===== config.mk =====
export PLATFORM = sky130hd
export DESIGN_NAME = vcsp_top
export DESIGN_NICKNAME = d
export VERILOG_FILES = /design/src/vcsp_pkg.sv /design/src/vcsp_nv_if.sv /design/src/vcsp_nv_store.sv /design/src/vcsp_top.sv
export SDC_FILE = /design/constraint.sdc
export NUM_CORES = 1
export LEC_CHECK = 0
export BUFFER_PORTS_ARGS = -buffer_cell sky130_fd_sc_hd__clkbuf_2
export CORE_ASPECT_RATIO = 0.75
export CORE_MARGIN = 4
export CORE_UTILIZATION = 55
export CTS_BUF_LIST = sky130_fd_sc_hd__clkbuf_8
export DETAILED_ROUTE_END_ITERATION = 8
export GPL_ROUTABILITY_DRIVEN = 0
export PLACE_DENSITY = 0.8
export SETUP_SLACK_MARGIN = 0.4
export SLEW_MARGIN = 20
export SYNTH_ARGS = -nofsm -noshare
export SYNTH_HDL_FRONTEND = slang
export SYNTH_SLANG_ARGS = --single-unit

===== constraint.sdc =====
create_clock -name clk -period 5.2 [get_ports clk]
set_input_delay 0.26 -clock clk [delete_from_list [all_inputs] [get_ports clk]]
set_output_delay 0.26 -clock clk [all_outputs]
set_load 0.02 [all_outputs]

===== src/vcsp_pkg.sv =====
/*
  Package for the common-voltage setting serial port: bus addresses, frame
  layout, reset values and timing counts.
  Assumes a 100 MHz system clock and a bus master at 100 or 400 kbit/s.
*/
package vcsp_pkg;

  // ----------------------------------------------------------------------
  // Bus address and frame layout
  // ----------------------------------------------------------------------
  localparam logic [6:0] VCSP_SLAVE_ADDR  = 7'h4f;   // 9Eh write, 9Fh read
  localparam int         VCSP_CODE_MSB    = 7;
  localparam int         VCSP_CODE_LSB    = 1;
  localparam int         VCSP_FLAG_BIT    = 0;
  localparam logic       VCSP_FLAG_BOTH   = 1'b0;    // Volatile and stored
  localparam logic       VCSP_FLAG_DIFFER = 1'b1;    // Read: copies differ

  // ----------------------------------------------------------------------
  // Reset values
  // ----------------------------------------------------------------------
  localparam logic [6:0] VCSP_CODE_RESET  = 7'h00;

  // ----------------------------------------------------------------------
  // Storage write busy time
  // ----------------------------------------------------------------------
  localparam int VCSP_CLK_MHZ        = 100;
  localparam int VCSP_NV_WRITE_US    = 100;
  localparam int VCSP_NV_WRITE_CYC   = VCSP_NV_WRITE_US * VCSP_CLK_MHZ;

  // Bus controller states
  typedef enum logic [2:0] {
    VCSP_IDLE  = 3'b000,
    VCSP_ADDR  = 3'b001,
    VCSP_AACK  = 3'b010,
    VCSP_WDATA = 3'b011,
    VCSP_WACK  = 3'b100,
    VCSP_RDATA = 3'b101,
    VCSP_RACK  = 3'b110
  } vcsp_state_t;

endpackage


===== src/vcsp_nv_if.sv =====
/*
  Interface carrying a storage write request and its busy answer between
  the bus controller and the non-volatile store model.
  Assumes both ends run on the same clock.
*/
`timescale 1ns/1ps
interface vcsp_nv_if;
  logic       wr_req;
  logic [6:0] wr_code;
  logic       busy;
  logic [6:0] stored_code;
  modport ctrl  (output wr_req, output wr_code, input busy, input stored_code);
  modport store (input wr_req, input wr_code, output busy, output stored_code);
endinterface


===== src/vcsp_nv_store.sv =====
/*
  Non-volatile copy of the common voltage code with a timed write cycle.
  Assumes a request pulse only arrives while not busy.
*/
`timescale 1ns/1ps
module vcsp_nv_store
  import vcsp_pkg::*;
#(
  parameter int NV_WRITE_CYC = VCSP_NV_WRITE_CYC
) (
  input  wire logic clk,
  input  wire logic resetn,
  vcsp_nv_if.store  nv
);

  logic [6:0]  code_q;
  logic [31:0] cnt_q;

  // Store the code and count down the write time
  always_ff @(posedge clk or negedge resetn) begin
    if (!resetn) begin
      code_q <= VCSP_CODE_RESET;
      cnt_q  <= 32'h0;
    end else if (nv.wr_req) begin
      code_q <= nv.wr_code;
      cnt_q  <= 32'(NV_WRITE_CYC);
    end else if (cnt_q != 32'h0) begin
      cnt_q  <= cnt_q - 32'h1;
    end
  end

  assign nv.busy        = (cnt_q != 32'h0);
  assign nv.stored_code = code_q;

endmodule


===== src/vcsp_top.sv =====
/*
  Serial bus slave that holds the common voltage code, with a timed
  non-volatile copy reached through an interface.
  Assumes scl and sda come from pins; sda is open drain via oe.
*/
// Overview of operation
// Frame: code bits 7-1, flag bit 0
// Flag zero writes volatile and stored copies
// Flag one writes volatile copy only
// Read flag zero when copies equal
// Read returns volatile code in bits 7-1
// Write is address then one data byte
// Read returns one byte, master NACKs
// Slave only, 100 and 400 kbit/s
// Ignore addressing while write completes
// Leave address ACK high while busy
`timescale 1ns/1ps
module vcsp_top
  import vcsp_pkg::*;
#(
  parameter int NV_WRITE_CYC = VCSP_NV_WRITE_CYC
) (
  input  wire logic       clk,
  input  wire logic       resetn,
  input  wire logic       scl_i,
  input  wire logic       sda_i,
  output logic            sda_o,
  output logic            sda_oe,
  output logic [6:0]      common_voltage_code,
  output logic            busy
);

  // ----------------------------------------------------------------------
  // Pin synchronisers and edge detection
  // ----------------------------------------------------------------------
  logic [1:0] scl_s_q, sda_s_q;
  logic       scl_p_q, sda_p_q;

  // Two flops per pin, then a history flop
  always_ff @(posedge clk or negedge resetn) begin
    if (!resetn) begin
      scl_s_q <= 2'b11;
      sda_s_q <= 2'b11;
      scl_p_q <= 1'b1;
      sda_p_q <= 1'b1;
    end else begin
      scl_s_q <= {scl_s_q[0], scl_i};
      sda_s_q <= {sda_s_q[0], sda_i};
      scl_p_q <= scl_s_q[1];
      sda_p_q <= sda_s_q[1];
    end
  end

  wire scl      = scl_s_q[1];
  wire sda      = sda_s_q[1];
  wire scl_rise = scl & ~scl_p_q;
  wire scl_fall = ~scl & scl_p_q;
  wire start_c  = scl & scl_p_q & sda_p_q & ~sda;
  wire stop_c   = scl & scl_p_q & ~sda_p_q & sda;

  // ----------------------------------------------------------------------
  // Bus controller
  // ----------------------------------------------------------------------
  vcsp_nv_if   nv ();
  vcsp_state_t st_q, st_d;
  logic [7:0]  sh_q, sh_d;
  logic [2:0]  bit_q, bit_d;
  logic [6:0]  code_q, code_d;
  logic        drv_q, drv_d;
  logic        req_q, req_d;
  logic [6:0]  wcode_q, wcode_d;

  wire [7:0] sh_in    = {sh_q[6:0], sda};
  wire       addr_hit = (sh_in[7:1] == VCSP_SLAVE_ADDR);
  wire       can_ack  = addr_hit & ~nv.busy & ~req_q;
  wire       differ   = (code_q != nv.stored_code);
  wire [7:0] rd_byte  = {code_q, differ ? VCSP_FLAG_DIFFER : ~VCSP_FLAG_DIFFER};

  // Next state and datapath
  always_comb begin
    st_d    = st_q;
    sh_d    = sh_q;
    bit_d   = bit_q;
    code_d  = code_q;
    drv_d   = drv_q;
    req_d   = 1'b0;
    wcode_d = wcode_q;
    if (start_c) begin
      st_d  = VCSP_ADDR;
      bit_d = 3'h0;
      drv_d = 1'b0;
    end else if (stop_c) begin
      st_d  = VCSP_IDLE;
      drv_d = 1'b0;
    end else begin
      unique case (st_q)
        VCSP_IDLE: begin
          drv_d = 1'b0;
        end
        VCSP_ADDR: begin
          if (scl_rise) begin
            sh_d  = sh_in;
            bit_d = bit_q + 3'h1;
            if (bit_q == 3'h7) begin
              st_d = can_ack ? VCSP_AACK : VCSP_IDLE;
            end
          end
        end
        VCSP_AACK: begin
          if (scl_fall && !drv_q) begin
            drv_d = 1'b1;                                // Drive ACK low
          end else if (scl_fall && drv_q) begin
            bit_d = 3'h0;
            if (sh_q[0]) begin
              st_d  = VCSP_RDATA;
              sh_d  = rd_byte;
              drv_d = ~rd_byte[7];
            end else begin
              st_d  = VCSP_WDATA;
              drv_d = 1'b0;
            end
          end
        end
        VCSP_WDATA: begin
          if (scl_rise) begin
            sh_d  = sh_in;
            bit_d = bit_q + 3'h1;
            if (bit_q == 3'h7) begin
              st_d   = VCSP_WACK;
              code_d = sh_in[VCSP_CODE_MSB:VCSP_CODE_LSB];
              if (sh_in[VCSP_FLAG_BIT] == VCSP_FLAG_BOTH) begin
                req_d   = 1'b1;
                wcode_d = sh_in[VCSP_CODE_MSB:VCSP_CODE_LSB];
              end
            end
          end
        end
        VCSP_WACK: begin
          if (scl_fall && !drv_q) begin
            drv_d = 1'b1;
          end else if (scl_fall && drv_q) begin
            drv_d = 1'b0;
            st_d  = VCSP_IDLE;                           // One byte only
          end
        end
        VCSP_RDATA: begin
          if (scl_fall) begin
            bit_d = bit_q + 3'h1;
            if (bit_q == 3'h7) begin
              st_d  = VCSP_RACK;
              drv_d = 1'b0;
            end else begin
              sh_d  = {sh_q[6:0], 1'b0};
              drv_d = ~sh_q[6];
            end
          end
        end
        VCSP_RACK: begin
          if (scl_rise) begin
            st_d = VCSP_IDLE;
          end
        end
        default: begin
          st_d  = VCSP_IDLE;
          drv_d = 1'b0;
        end
      endcase
    end
  end

  // State registers
  always_ff @(posedge clk or negedge resetn) begin
    if (!resetn) begin
      st_q    <= VCSP_IDLE;
      sh_q    <= 8'h00;
      bit_q   <= 3'h0;
      code_q  <= VCSP_CODE_RESET;
      drv_q   <= 1'b0;
      req_q   <= 1'b0;
      wcode_q <= VCSP_CODE_RESET;
    end else begin
      st_q    <= st_d;
      sh_q    <= sh_d;
      bit_q   <= bit_d;
      code_q  <= code_d;
      drv_q   <= drv_d;
      req_q   <= req_d;
      wcode_q <= wcode_d;
    end
  end

  assign nv.wr_req  = req_q;
  assign nv.wr_code = wcode_q;

  // ----------------------------------------------------------------------
  // Non-volatile copy
  // ----------------------------------------------------------------------
  vcsp_nv_store #(
    .NV_WRITE_CYC (NV_WRITE_CYC)
  ) u_store (
    .clk    (clk),
    .resetn (resetn),
    .nv     (nv.store)
  );

  // Open-drain pin: drive low only
  assign sda_o               = 1'b0;
  assign sda_oe              = drv_q;
  assign common_voltage_code = code_q;
  assign busy                = nv.busy;

  // ----------------------------------------------------------------------
  // Checks
  // ----------------------------------------------------------------------
  busy_noack_a: assert property (@(posedge clk) disable iff (!resetn)
    (st_q == VCSP_ADDR && st_d == VCSP_AACK) |-> !nv.busy && !req_q)
    else $error("address acknowledged while busy");

  // A refused address goes back to idle with the pin released
  busy_release_a: assert property (@(posedge clk) disable iff (!resetn)
    (st_q == VCSP_ADDR && scl_rise && bit_q == 3'h7 && nv.busy)
      |=> st_q == VCSP_IDLE && !drv_q)
    else $error("ack driven while busy");

  nv_write_a: assert property (@(posedge clk) disable iff (!resetn)
    req_q |=> (nv.stored_code == $past(wcode_q)) && nv.busy)
    else $error("stored copy not written");

  nv_keep_a: assert property (@(posedge clk) disable iff (!resetn)
    (!req_q) |=> $stable(nv.stored_code))
    else $error("stored copy changed without request");

  code_load_a: assert property (@(posedge clk) disable iff (!resetn)
    (st_q == VCSP_WDATA && st_d == VCSP_WACK)
      |=> code_q == $past(sh_in[VCSP_CODE_MSB:VCSP_CODE_LSB]))
    else $error("volatile code not loaded");

  rd_code_a: assert property (@(posedge clk) disable iff (!resetn)
    (st_q == VCSP_AACK && st_d == VCSP_RDATA) |=> sh_q[7:1] == code_q)
    else $error("read byte lacks volatile code");

  rd_flag_a: assert property (@(posedge clk) disable iff (!resetn)
    (st_q == VCSP_AACK && st_d == VCSP_RDATA)
      |=> sh_q[0] == (code_q != nv.stored_code))
    else $error("read flag wrong");

  // Idle covers extra write bytes: they must never be acknowledged
  one_byte_a: assert property (@(posedge clk) disable iff (!resetn)
    (st_q == VCSP_IDLE) |-> !sda_oe)
    else $error("data pin driven while idle");

endmodule


==> flow_summary.toml <==
[route]
dr.pass1.iters = 5
wl_per_cell_um = 17.1
drc = 0
drtIter0Drc = 292
ant_nets = 0
via_count = 2934
vias_per_cell = 6.35
wirelength_mm = 7.89

[worst_setup_path]
critPathCaptureType = "register"
r2r_end = "nv.wr_code[3]$_DFFE_PN0P_"
r2r_slack_ps = 2510
required_ps = 5430
crit_start = "bit_q[0]$_DFFE_PN0P_"
r2r-start = "bit_q[0]$_DFFE_PN0P_"
critPathArrivalTime_ps = 2920
critPathLaunchType = "register"
reg2regPathDepth = 6
path_class = "register to register"
worst-path-max-fanout = 8

[yosys]
synth_nets = 373
synth_flop_cell = "dfrtp_1"
synth_area_leader_cell = "dfrtp_1"
synth_edf_count = 0
syn_area_sq_um = 3830
avgSynthCellArea_sq_um = 10.5
netlist_instances = 365
seq_area_frac_synth_pct = 48.5
synth.top_cell.area_share_pct = 44.4
yosys-top-cells-area = "dfrtp_1, mux2_2, dfstp_2"
synth-seq-cells = 74
ys_types = 62
synthArstFlopShare_pct = 100
yosysWarnings = 0

[clock_network]
postCtsSetupBuffers = 0
clkLatencyLatePin_ps = 350
cts_sinks = 74
cts_root_buf = "clkbuf_8"
ctsResizeCount = 0
cts_hold_buf = 2
cts-buffers-inserted = 9
htree_levels = 3
clk_pin_slew_worst_paths_ps = 70
tritoncts = "done"
clockBufferDepth = 2

[sta]
finClkSkew_ps = 11.1
period_needed_ps = 2690
max_clock_freq_ghz = 0.371
final-max-slew-violation-count = 0
finalCritPeriodShare_pct = 51.8
setup_viol = 0
hold_viol = 0
worst_hold_slack_ps = 45.3
setup_tns_ps = 0
rsz0062_at_grt = "no"
slew_headroom_pct = 33.4
worstMarginPinSlew_ps = 990

[floorplan]
dieArea_sq_um = 8380
start_util_pct = 56.3
die_h_um = 80.3
io_pins = 14
die_w_um = 104
row_count = 26
core_sq_um = 6800

[worst_hold_path]
hold_path_class = "input port to async pin"

[placement]
hpwl_mm = 5.32
io_buffers = 12

[power]
peakVddDrop_mv = 0.149
p_per_area_nw_per_um2 = 269
p_leak_nw = 1.94
power_mw = 1.10

[global_routing]
grt_usage_pct = 20.3
antenna_found_initial = 0
first_global_vias = 2696
grt_pass1_wl_mm = 13.6
grt_max_degree = 75
overflow = 0

[finish]
layout-drive-gt1-share_pct = 20.6
nets = 382
diodes = 0
areaGrowthSynthToFinish_pct = 7.09
fin_util_pct = 60.3

[flow_run]
max-cap-violations = 0

[outcome]
status = "complete, no violations"
==> Yosys cell counts, types with 4 or more instances <==
master and number:
nand2_1 22, dfrtp_1 68, and3_1 4, nand2b_1 4, clkbuf_1 11, xnor2_1 4
o41ai_1 5, o22ai_1 4, a21oi_1 17, nor4_1 8, buf_2 6, or4_1 11
or3_1 14, o21ai_0 19, mux2_2 31, nor2_1 20, dfstp_2 6, nand4_1 7
o31ai_1 10, inv_1 10, or2_2 4, nand3_1 11, xor2_1 9, nor2b_1 5
ha_1 4
==> per-layer routing <==
layer	global-route usage, %	up-vias	routed length [um]
met2	29.5	103	3450
li1	-	1379	-
met3	6.43	11	486
met1	29.8	1441	3900
met4	4.25	0	61
met5	0	-	0
==> through the flow <==
stage          instance area [sq um]  std cells  worst slack [ps]
2_1_floorplan                   3830        365              3050
3_3_place_gp                    3930        445              2660
3_5_place_dp                    3930        445              2520
4_1_cts                         4100        462              2510
5_1_grt                         4100        462              2300
6_report                        4100        462              2510
==> critical path: stages (launching register included) <==
cell and delay [ps]:
dfrtp_1 370, ha_1 160, ha_1 200, nand2_1 100, nor4_2 790, and2_0 550, mux2_2 400
==> placed cells by master, fill, tap and decap left out, types with 6 or more instances in the layout <==
master    Yosys  layout
or4_1        11      11
clkbuf_2      0      11
a21oi_1      17      17
mux2_2       31      31
nand2_1      22      22
or3_1        14      14
nand4_1       7       7
dfrtp_1      68      68
dfstp_2       6       6
nand3_1      11      11
o31ai_1      10      10
xor2_1        9       9
o21ai_0      19      19
clkbuf_8      0       9
nor2_1       20      20
inv_1        10      12
nor4_1        8       8
==> layout make-up <==
cell class,count,area [sq um]
Inverter,10,37.5
Fill cell,566,2700
Sequential cell,74,1860
Clock inverter,6,27.5
Tap cell,84,105
Timing Repair Buffer,17,105
Clock buffer,9,124
Multi-Input combinational cell,262,1840
==> worst max-delay path by stage <==
stage | slack (ps) | cells after the start | end
2_1_floorplan | 3050 | 6 | sh_q[2]$_DFFE_PN0P_
3_3_place_gp | 2660 | 6 | nv.wr_code[3]$_DFFE_PN0P_
3_5_place_dp | 2520 | 6 | nv.wr_code[3]$_DFFE_PN0P_
4_1_cts | 2510 | 6 | nv.wr_code[4]$_DFFE_PN0P_
5_1_grt | 2300 | 6 | nv.wr_code[6]$_DFFE_PN0P_
6_report | 2510 | 6 | nv.wr_code[3]$_DFFE_PN0P_
==> sequential cells by signal (all words and copies together) (netlist names), 2 cells and up <==
signal / flops
st_q: 3
sda_s_q: 2
u_store.cnt_q: 32
common_voltage_code: 7
bit_q: 3
sh_q: 7
scl_s_q: 2
nv.wr_code: 7
u_store.nv.stored_code: 7
==> cell families after synthesis <==
| family | synth area share, % |
|---|---|
| other cells | 0.0979 |
| buf+inv | 3.33 |
| xor+xnor | 2.97 |
| simple gates | 20.1 |
| compound gates | 14.0 |
| fa+ha+maj | 1.57 |
| flops | 48.5 |
| mux | 9.38 |
==> power breakdown <==
group | switching, mW | internal, mW | total, mW
Combinational | 0.0641 | 0.0419 | 0.106
Sequential | 0.0349 | 0.597 | 0.632
Clock | 0.201 | 0.164 | 0.365
Total | 0.300 | 0.803 | 1.10
Power figures use the tool's default switching activity.
